`src/common/prpm_map.vh`:
```
// Purpose: Constants for the PHY reset and power manager
// Assumes: 16-bit register port, byte addresses, 50 MHz clock
// Notes: Offsets are word aligned
`ifndef PRPM_MAP_VH
`define PRPM_MAP_VH
`define PRPM_A_CU_CTRL 8'h00
`define PRPM_A_FB_CTRL 8'h04
`define PRPM_A_CU_SPEC 8'h08
`define PRPM_A_FB_SPEC 8'h0C
`define PRPM_A_MODE 8'h10
`define PRPM_A_STAT 8'h14
`define PRPM_A_CHG 8'h18
`define PRPM_B_RST 15
`define PRPM_B_PD 11
`define PRPM_B_RESTART 9
`define PRPM_B_SPD 2
`define PRPM_B_KEEP 3
`define PRPM_B_EDHI 9
`define PRPM_B_EDLO 8
`define PRPM_B_AUTOSEL 0
`define PRPM_B_ENERGY 4
`define PRPM_CU_CTRL_RST 16'h0000
`define PRPM_FB_CTRL_RST 16'h0000
`define PRPM_CU_SPEC_RST 16'h0008
`define PRPM_FB_SPEC_RST 16'h0008
`define PRPM_MODE_RST 16'h0000
`define PRPM_RST_HOLD 3'h4
`define PRPM_CLK_KHZ 50000
`define PRPM_NEG_TIME_MS 5000
`define PRPM_NLP_TIME_MS 1000
`endif

```
`src/hdl/prpm_top.v`:
```
// Purpose: Reset and power sequencing for a single-port transceiver
// Assumes: Link, negotiation and in-use inputs come from this clock
// Notes: Register port answers every read one cycle later
// What this block does
// Copper reset clears copper circuit and pages
// Fiber reset clears fiber circuit and page
// Mode reset clears mode, power, generator
// Each reset leaves other circuits alone
// Reset bits clear themselves when done
// Power down ignores system and media
// Wake only when power-down bits clear
// Power-down bits override automatic management
// Unused circuits powered down automatically
// Power-up by bit clear issues reset
// Live energy status plus change flag
// Sleep modes copper only, not auto-select
// Two-bit field selects sleep mode
// Energy starts five second negotiation window
// Link loss in sleep mode restarts negotiation
// Active mode sends one pulse per second
// Leaving power down enters listening first
// Keep-alive bit gates MAC interface power
// Negotiation starts on all listed events
// Hardware reset pin restores all defaults
//
// The address map and the strobed register port were chosen for this implementation.
`timescale 1ns/1ps
`include "prpm_map.vh"
module prpm_top #(
  parameter [27:0] P_NEG_CYC = `PRPM_NEG_TIME_MS * `PRPM_CLK_KHZ,
  parameter [27:0] P_NLP_CYC = `PRPM_NLP_TIME_MS * `PRPM_CLK_KHZ
) (
  // Clock and reset
  input wire i_sys_clk,
  input wire i_rst,
  input wire i_hardware_reset_low_pin,
  // Register port
  input wire [7:0] i_addr,
  input wire [15:0] i_wdata,
  input wire i_wr,
  input wire i_rd,
  output reg [15:0] o_rdata,
  // Media and link status
  input wire i_energy_pin,
  input wire i_copper_link,
  input wire i_fiber_link,
  input wire i_copper_an_done,
  input wire i_copper_in_use,
  input wire i_fiber_in_use,
  // Resets and negotiation starts
  output reg o_copper_rst,
  output reg o_fiber_rst,
  output reg o_mode_rst,
  output reg o_copper_an_start,
  output reg o_fiber_an_start,
  // Power and media control
  output reg o_copper_pwr_on,
  output reg o_fiber_pwr_on,
  output reg o_sig_detect_on,
  output reg o_mac_if_pwr_on,
  output reg o_sys_if_ignore,
  output reg o_copper_media_ignore,
  output reg o_fiber_media_ignore,
  output reg o_flp_en,
  output reg o_nlp_pulse
);
  localparam [3:0] S_NORM = 4'h1;
  localparam [3:0] S_LISTEN = 4'h2;
  localparam [3:0] S_NEG = 4'h4;
  localparam [3:0] S_LINK = 4'h8;

  function [2:0] rst_step;
    input [2:0] cnt;
    input start;
    begin
      if (start)
        rst_step = `PRPM_RST_HOLD;
      else if (cnt != 3'h0)
        rst_step = cnt - 3'h1;
      else
        rst_step = 3'h0;
    end
  endfunction

  reg hw_s1_r, hw_s2_r, en_s1_r, en_s2_r, en_q_r;
  wire rst_any;
  reg [15:0] cu_ctrl_r, fb_ctrl_r, cu_spec_r, fb_spec_r, mode_r;
  reg [2:0] cu_cnt_r, fb_cnt_r, md_cnt_r;
  reg [2:0] cu_cnt_nxt, fb_cnt_nxt, md_cnt_nxt;
  reg chg_r, init_r, cu_link_q_r, fb_link_q_r;
  reg keep_cu_r, keep_fb_r;
  reg [3:0] st_r, st_nxt;
  reg [27:0] neg_cnt_r, nlp_cnt_r;
  reg cu_pu_evt, fb_pu_evt, cu_restart, fb_restart;
  reg cu_go, fb_go, md_go;
  wire w_cu_ctrl, w_fb_ctrl, w_cu_spec, w_fb_spec, w_mode;
  wire cu_pd, fb_pd, ed_sel, ed_pulse_mode, cu_done, fb_done, md_done;
  wire rd_chg, cu_link_loss;

  // Hardware reset pin is asynchronous to the clock
  always @(posedge i_sys_clk)
  begin
    if (i_rst)
    begin
      hw_s1_r <= 1'b1;
      hw_s2_r <= 1'b1;
      en_s1_r <= 1'b0;
      en_s2_r <= 1'b0;
    end
    else
    begin
      hw_s1_r <= i_hardware_reset_low_pin;
      hw_s2_r <= hw_s1_r;
      en_s1_r <= i_energy_pin;
      en_s2_r <= en_s1_r;
    end
  end

  assign rst_any = i_rst | ~hw_s2_r;

  assign w_cu_ctrl = i_wr & (i_addr == `PRPM_A_CU_CTRL);
  assign w_fb_ctrl = i_wr & (i_addr == `PRPM_A_FB_CTRL);
  assign w_cu_spec = i_wr & (i_addr == `PRPM_A_CU_SPEC);
  assign w_fb_spec = i_wr & (i_addr == `PRPM_A_FB_SPEC);
  assign w_mode = i_wr & (i_addr == `PRPM_A_MODE);
  assign rd_chg = i_rd & (i_addr == `PRPM_A_CHG);

  // Either copper bit alone holds copper down
  assign cu_pd = cu_ctrl_r[`PRPM_B_PD] | cu_spec_r[`PRPM_B_SPD];
  assign fb_pd = fb_ctrl_r[`PRPM_B_PD];
  // Sleep modes need the high mode bit and no auto media select
  assign ed_sel = cu_spec_r[`PRPM_B_EDHI]
                & ~mode_r[`PRPM_B_AUTOSEL];
  assign ed_pulse_mode = ed_sel & cu_spec_r[`PRPM_B_EDLO];
  assign cu_done = (cu_cnt_r == 3'h1);
  assign fb_done = (fb_cnt_r == 3'h1);
  assign md_done = (md_cnt_r == 3'h1);
  assign cu_link_loss = cu_link_q_r & ~i_copper_link & ~cu_pd;

  // Power-up events come only from software clearing a bit
  always @*
  begin
    cu_pu_evt = 1'b0;
    fb_pu_evt = 1'b0;
    if (w_cu_ctrl & ~i_wdata[`PRPM_B_PD] & cu_pd
        & ~cu_spec_r[`PRPM_B_SPD] & ~w_cu_spec)
      cu_pu_evt = 1'b1;
    if (w_cu_spec & ~i_wdata[`PRPM_B_SPD] & cu_pd
        & ~cu_ctrl_r[`PRPM_B_PD])
      cu_pu_evt = 1'b1;
    if (w_fb_ctrl & ~i_wdata[`PRPM_B_PD] & fb_pd)
      fb_pu_evt = 1'b1;
    cu_restart = w_cu_ctrl & i_wdata[`PRPM_B_RESTART];
    fb_restart = w_fb_ctrl & i_wdata[`PRPM_B_RESTART];
    cu_go = (w_cu_ctrl & i_wdata[`PRPM_B_RST]) | cu_pu_evt;
    fb_go = (w_fb_ctrl & i_wdata[`PRPM_B_RST]) | fb_pu_evt;
    md_go = w_mode & i_wdata[`PRPM_B_RST];
    cu_cnt_nxt = rst_step(cu_cnt_r, cu_go);
    fb_cnt_nxt = rst_step(fb_cnt_r, fb_go);
    md_cnt_nxt = rst_step(md_cnt_r, md_go);
  end

  // Each circuit's pages revert only on its own reset or on rst_any
  always @(posedge i_sys_clk)
  begin
    if (rst_any)
    begin
      cu_ctrl_r <= `PRPM_CU_CTRL_RST;
      fb_ctrl_r <= `PRPM_FB_CTRL_RST;
      cu_spec_r <= `PRPM_CU_SPEC_RST;
      fb_spec_r <= `PRPM_FB_SPEC_RST;
      mode_r <= `PRPM_MODE_RST;
      cu_cnt_r <= 3'h0;
      fb_cnt_r <= 3'h0;
      md_cnt_r <= 3'h0;
      keep_cu_r <= 1'b1;
      keep_fb_r <= 1'b1;
    end
    else
    begin
      cu_cnt_r <= cu_cnt_nxt;
      fb_cnt_r <= fb_cnt_nxt;
      md_cnt_r <= md_cnt_nxt;
      if (cu_done)
      begin
        cu_ctrl_r <= `PRPM_CU_CTRL_RST;
        cu_spec_r <= `PRPM_CU_SPEC_RST;
        keep_cu_r <= cu_spec_r[`PRPM_B_KEEP];
      end
      else
      begin
        if (w_cu_ctrl)
          cu_ctrl_r <= i_wdata & 16'h0800;
        if (w_cu_spec)
          cu_spec_r <= i_wdata & 16'h030C;
      end
      if (fb_done)
      begin
        fb_ctrl_r <= `PRPM_FB_CTRL_RST;
        fb_spec_r <= `PRPM_FB_SPEC_RST;
        keep_fb_r <= fb_spec_r[`PRPM_B_KEEP];
      end
      else
      begin
        if (w_fb_ctrl)
          fb_ctrl_r <= i_wdata & 16'h0800;
        if (w_fb_spec)
          fb_spec_r <= i_wdata & 16'h0008;
      end
      if (md_done)
        mode_r <= `PRPM_MODE_RST;
      else if (w_mode)
        mode_r <= i_wdata & 16'h0001;
    end
  end

  // Sleep state machine; the mode reset also restarts it
  always @*
  begin
    st_nxt = st_r;
    case (st_r)
      S_NORM:
        if (ed_sel)
          st_nxt = i_copper_link ? S_LINK : S_LISTEN;
      S_LISTEN:
        if (~ed_sel)
          st_nxt = S_NORM;
        else if (en_s2_r & ~cu_pd)
          st_nxt = S_NEG;
      S_NEG:
        if (~ed_sel)
          st_nxt = S_NORM;
        else if (i_copper_an_done)
          st_nxt = S_LINK;
        else if (neg_cnt_r == 28'h1)
          st_nxt = S_LISTEN;
      S_LINK:
        if (~ed_sel)
          st_nxt = S_NORM;
        else if (cu_link_loss)
          st_nxt = S_NEG;
      default:
        st_nxt = S_NORM;
    endcase
    if (cu_pd)
      st_nxt = ed_sel ? S_LISTEN : S_NORM;
  end

  always @(posedge i_sys_clk)
  begin
    if (rst_any | md_done)
    begin
      st_r <= S_NORM;
      neg_cnt_r <= 28'h0;
      nlp_cnt_r <= 28'h0;
      o_nlp_pulse <= 1'b0;
    end
    else
    begin
      st_r <= st_nxt;
      if ((st_nxt == S_NEG) && (st_r != S_NEG))
        neg_cnt_r <= P_NEG_CYC;
      else if (neg_cnt_r != 28'h0)
        neg_cnt_r <= neg_cnt_r - 28'h1;
      // Pulse timer only runs while listening in active mode
      o_nlp_pulse <= 1'b0;
      if ((st_r == S_LISTEN) && ed_pulse_mode && ~cu_pd)
      begin
        if (nlp_cnt_r <= 28'h1)
        begin
          nlp_cnt_r <= P_NLP_CYC;
          // No pulse on the edge that leaves listening
          o_nlp_pulse <= (nlp_cnt_r == 28'h1)
            & (st_nxt == S_LISTEN);
        end
        else
          nlp_cnt_r <= nlp_cnt_r - 28'h1;
      end
      else
        nlp_cnt_r <= 28'h0;
    end
  end

  // Energy status; a new change beats a read clear
  always @(posedge i_sys_clk)
  begin
    if (rst_any)
    begin
      en_q_r <= 1'b0;
      chg_r <= 1'b0;
    end
    else
    begin
      en_q_r <= en_s2_r;
      if (en_q_r != en_s2_r)
        chg_r <= 1'b1;
      else if (rd_chg)
        chg_r <= 1'b0;
    end
  end

  // Negotiation starts; init covers power-up and pin reset
  always @(posedge i_sys_clk)
  begin
    if (rst_any)
    begin
      init_r <= 1'b1;
      cu_link_q_r <= 1'b0;
      fb_link_q_r <= 1'b0;
      o_copper_an_start <= 1'b0;
      o_fiber_an_start <= 1'b0;
    end
    else
    begin
      init_r <= 1'b0;
      cu_link_q_r <= i_copper_link;
      fb_link_q_r <= i_fiber_link;
      o_copper_an_start <= ~cu_pd & (init_r | cu_done | cu_restart
        | cu_link_loss | ((st_r == S_LISTEN) && (st_nxt == S_NEG)));
      o_fiber_an_start <= ~fb_pd & (init_r | fb_done | fb_restart
        | (fb_link_q_r & ~i_fiber_link));
    end
  end

  // Power outputs; pd bits always win over in-use requests
  always @(posedge i_sys_clk)
  begin
    if (rst_any)
    begin
      o_copper_rst <= 1'b1;
      o_fiber_rst <= 1'b1;
      o_mode_rst <= 1'b1;
      o_copper_pwr_on <= 1'b0;
      o_fiber_pwr_on <= 1'b0;
      o_sig_detect_on <= 1'b0;
      o_mac_if_pwr_on <= 1'b0;
      o_sys_if_ignore <= 1'b1;
      o_copper_media_ignore <= 1'b1;
      o_fiber_media_ignore <= 1'b1;
      o_flp_en <= 1'b0;
    end
    else
    begin
      o_copper_rst <= (cu_cnt_nxt != 3'h0);
      o_fiber_rst <= (fb_cnt_nxt != 3'h0);
      o_mode_rst <= (md_cnt_nxt != 3'h0);
      o_copper_pwr_on <= ~cu_pd & i_copper_in_use
        & (st_nxt != S_LISTEN);
      o_fiber_pwr_on <= ~fb_pd & i_fiber_in_use;
      o_sig_detect_on <= ~cu_pd & i_copper_in_use;
      o_mac_if_pwr_on <= ~((cu_pd | (st_nxt == S_LISTEN)) & fb_pd)
        | keep_cu_r | keep_fb_r;
      o_sys_if_ignore <= cu_pd | fb_pd;
      o_copper_media_ignore <= cu_pd;
      o_fiber_media_ignore <= fb_pd;
      o_flp_en <= (st_nxt == S_NEG) & ~cu_pd;
    end
  end

  // Read data stands only in the cycle after the strobe
  always @(posedge i_sys_clk)
  begin
    if (rst_any)
      o_rdata <= 16'h0000;
    else if (!i_rd)
      o_rdata <= 16'h0000;
    else
    begin
      case (i_addr)
        `PRPM_A_CU_CTRL:
          o_rdata <= cu_ctrl_r | {(cu_cnt_r != 3'h0), 15'h0000};
        `PRPM_A_FB_CTRL:
          o_rdata <= fb_ctrl_r | {(fb_cnt_r != 3'h0), 15'h0000};
        `PRPM_A_CU_SPEC:
          o_rdata <= cu_spec_r;
        `PRPM_A_FB_SPEC:
          o_rdata <= fb_spec_r;
        `PRPM_A_MODE:
          o_rdata <= mode_r | {(md_cnt_r != 3'h0), 15'h0000};
        `PRPM_A_STAT:
          o_rdata <= {fb_pd, cu_pd, 9'h000, en_s2_r, st_r};
        `PRPM_A_CHG:
          o_rdata <= {11'h000, chg_r, 4'h0};
        default:
          o_rdata <= 16'h0000;
      endcase
    end
  end
endmodule // prpm_top

```
`config.mk`:
```
export PLATFORM = sky130hd
export DESIGN_NAME = prpm_top
export DESIGN_NICKNAME = d
export VERILOG_FILES = /design/src/hdl/prpm_top.v
export VERILOG_INCLUDE_DIRS = /design/src /design/src/common
export SDC_FILE = /design/constraint.sdc
export NUM_CORES = 1
export LEC_CHECK = 0
export BUFFER_PORTS_ARGS = -buffer_cell sky130_fd_sc_hd__clkbuf_2
export CORE_ASPECT_RATIO = 1.4
export CORE_MARGIN = 8
export CORE_UTILIZATION = 40
export CTS_BUF_LIST = sky130_fd_sc_hd__clkbuf_16
export DETAILED_ROUTE_END_ITERATION = 8
export MAX_ROUTING_LAYER = met4
export PLACE_DENSITY_LB_ADDON = 0.08
export SKIP_CTS_REPAIR_TIMING = 1
export SYNTH_ARGS = -nofsm -noshare
export SYNTH_HDL_FRONTEND = slang
export SYNTH_SLANG_ARGS = --single-unit
```
`constraint.sdc`:
```
create_clock -name i_sys_clk -period 2.6 [get_ports i_sys_clk]
set_clock_uncertainty 0.1 [all_clocks]
set_input_delay 0 -clock i_sys_clk [delete_from_list [all_inputs] [get_ports i_sys_clk]]
set_output_delay 0 -clock i_sys_clk [all_outputs]
set_load 0.05 [all_outputs]
```
==> impl_metrics.yaml <==
worst_setup_path:
  crit_arrival_ns: 2.59
  worst_setup_path_start_kind: "register"
  worst_setup_path_startpoint: "neg_cnt_r[12]"
  worst_setup_path_end_kind: "register"
  crit_top_cell: "sky130_fd_sc_hd__or4_4"
  timing.critical_path.buf_inv: 0
  timing.critical_path.slowest_cell_delay_ns: 0.60
  max_stage_delay_cell_worst_path: "sky130_fd_sc_hd__or4_4"
  cp_cell_sequence: "or4_4 -> or4_4 -> o31ai_4 -> nor3_1 -> xnor2_1 -> a21oi_1"
  critPathTopFamily: "simple AND/OR/NAND/NOR gates"
  path_class: "reg2reg"
  worstPathRequired_ns: 2.71
  r2r_start: "neg_cnt_r[12]"
  path_max_fanout: 8
floorplan:
  initial_utilization_pct: 40.65
  floorplan.die.width_um: 110.1
  core.rowCount: 48
  chip_height_um: 147.7
  die_footprint_um2: 16260
  num_io_pins: 65
  design.core.area_um2: 12190
clocking:
  clockRootBuffer: "sky130_fd_sc_hd__clkbuf_16"
  clockBufferDepth: 2
  clock_sinks: 112
  cts-htree-levels: 3
  number_of_clock_buffers_inserted_by_tritoncts: 9
  cts_tree: "done"
  clk_pin_slew_worst_paths_ns: 0.07
  worst_skew_pair.late_latency_ns: 0.35
yosys:
  synth-seq-cells: 112
  synth.distinct_cells: 59
  sequential_fraction_of_the_synthesis_area_pct: 45.24
  postSynth.asyncResetShare_pct: 0
  netlist_instances: 555
  synth.cell_area_um2: 4956
  synth-warning-count: 0
  number_of_enable_type_register_cells_in_the_synthesized_netlist: 0
  syn_avg_cell_area_um2: 8.930
  yosys_most_used_dff: "sky130_fd_sc_hd__dfxtp_1"
final_layout:
  inserted_diodes: 0
  final_common_cell: "sky130_fd_sc_hd__dfxtp_1"
  final_area_um2: 5898
  final_cell_mix: "sky130_fd_sc_hd__dfxtp_1 (112), sky130_fd_sc_hd__nor2_1 (89), sky130_fd_sc_hd__clkbuf_2 (49)"
  num-fill-cells: 1200
  layout-drive-gt1-share_pct: 16.43
  layout_net_count: 682
  synthToLayoutAreaGrowth_pct: 19.01
sta:
  timing.setup.tns_ns: 0
  finalSetupViolations: 0
  timing.fmax_mhz: 403.4
  grt_setup_unrepaired: "false"
  fin_hold_ws_ns: -0.002825
  finalCritPeriodShare_pct: 95.33
  slew_headroom_pct: 51.40
  finalMaxSlewViolations: 0
  postLayoutSetupSlackWorst_ns: 0.1214
  layout_min_cycle_time_ns: 2.479
  hold_violations: 1
  worst-slew-pin-transition_ns: 0.7107
placed_design:
  port-buffer-count: 49
  placedInstanceArea_um2: 5433
  detailed_placement_hpwl_mm: 8.715
  gpl.final_weighted_congestion: 0.8043
  detailedPlace.worstSlack_ns: 0.1366
grt:
  gr-total-overflow: 0
  antenna_found_initial: 0
  grt_max_degree: 21
  grtUsageTotal_pct: 15.41
  first_global_vias: 4070
  global_route_wire_length_before_repair_mm: 19.57
worst_hold_path:
  hold_start: "i_addr[6]"
  min-delay-path-class: "in2reg"
route:
  post_drt_via_cell_ratio: 5.199
  dr.pass1.iters: 4
  total_wirelength_of_the_detailed_routed_design_mm: 11.83
  initialDrtViolationCount: 121
  wirelength_per_cell_um: 15.00
  vias: 4102
  detail_route.drc_violations: 0
  route.antenna.remaining_nets: 0
power:
  irDropWorstVdd_mv: 0.3733
  cellPowerDensity_nw_per_um2: 554.7
  static_leakage_nw: 2.538
outcome:
  failed_checks: "hold timing"
  outcome: "complete, but fails checks"
flow_run:
  cap_viol_max_count: 0
[state kept, by name (all words and copies together), names as in the netlist, 3 cells and up]
register / cells
fb_cnt_r: 3
neg_cnt_r: 28
nlp_cnt_r: 28
cu_cnt_r: 3
cu_spec_r: 4
st_r: 4
md_cnt_r: 3
o_rdata: 10
[worst paths after layout]
kind | end | slack, ns | depth (start not counted)
setup / recovery | neg_cnt_r[26] | 0.12 | 6
hold / removal | chg_r | -0.003 | 5
setup reg to reg | neg_cnt_r[26] | 0.12 | 6
hold reg to reg | hw_s2_r | 0.32 | 1
[per-layer routing]
layer / wire length (um) / track usage (%) / part of all wire [%] / vias to the layer above
met4: 178 / 4.475 / 1.5 / 0
met1: 5193 / 17.47 / 44 / 1954
met5: 0 / - / 0 / -
met3: 295 / 3.137 / 2.5 / 16
li1: - / - / - / 2074
met2: 6167 / 26.37 / 52 / 58
[per-stage QoR]
stage | power [W] | cells | hold WS (ns) | util (%)
after global routing | 0.003393 | 789 | 0.02726 | 48.38
after floorplan | 0.001898 | 560 | -0.02839 | -
final | 0.003272 | 789 | -0.002825 | 48.38
after CTS | 0.003292 | 770 | -0.2781 | 46.82
after detailed placement | 0.001949 | 756 | 0.08731 | 44.56
after global placement | 0.001950 | 756 | 0.08926 | 44.56
[Yosys cell counts (all sizes together), types with 2 or more instances]
cell	instances	area, um2
a2111oi	2	17.52
a211o	2	17.52
a211oi	5	42.54
a21oi	38	193.9
a221oi	2	17.52
a22oi	2	15.01
a311oi	3	26.28
a31oi	4	25.02
and2	4	25.02
and3	4	25.02
buf	8	67.56
clkbuf	14	62.56
dfxtp	112	2242
ha	11	137.6
inv	24	90.08
mux2	2	22.52
mux2i	11	110.1
nand2	31	116.4
nand2b	9	56.30
nand3	14	70.07
nand3b	5	37.54
nand4	9	56.30
nand4b	2	17.52
nor2	89	334.1
nor2b	9	56.30
nor3	25	125.1
nor3b	3	22.52
nor4	15	121.4
nor4b	5	43.79
o21ai	4	20.01
or2	4	25.02
or3	11	73.82
or4	9	76.32
or4b	3	30.03
xnor2	27	236.5
xor2	21	183.9
[kinds of logic (layout without fill, tap and decap cells)]
logic type                 count (synthesis)  after routing  share of synthesized area [%]
buffers and inverters                     46            125                          4.443
AOI/OAI and AO/OA                         69             69                          9.064
adders and majority gates                 11             11                          2.777
other                                      1              6                        0.07567
xor gates and xnor gates                  48             48                          8.483
and+or+nand+nor                          255            255                          27.24
DFF                                      112            112                          45.24
muxes                                     13             13                          2.676
[where the power goes]
part	internal [W]	switching (W)	leakage, nW	total [W]
logic	0.0000603	0.000130	1.50	0.000190
registers	0.00173	0.00000763	0.908	0.00174
clock network	0.000729	0.000612	0.132	0.00134
total	0.00252	0.000749	2.54	0.00327
[area by class of cell]
class / count / area, um2 / area share (%)
timing repair buffer: 87 / 590.6 / 10.01
tap: 150 / 187.7 / 3.182
clock buffer: 9 / 225.2 / 3.818
clock inverter: 5 / 50.05 / 0.8485
sequential: 112 / 2242 / 38.01
multi-input combinational: 402 / 2512 / 42.60
inverter: 24 / 90.09 / 1.527
[worst register-to-register path: stages (launching register included)]
cell                      delay (ns)
sky130_fd_sc_hd__dfxtp_1        0.35
sky130_fd_sc_hd__or4_4          0.53
sky130_fd_sc_hd__or4_4          0.60
sky130_fd_sc_hd__o31ai_4        0.39
sky130_fd_sc_hd__nor3_1         0.13
sky130_fd_sc_hd__xnor2_1        0.16
sky130_fd_sc_hd__a21oi_1        0.08
Power figures use the tool's default switching activity.
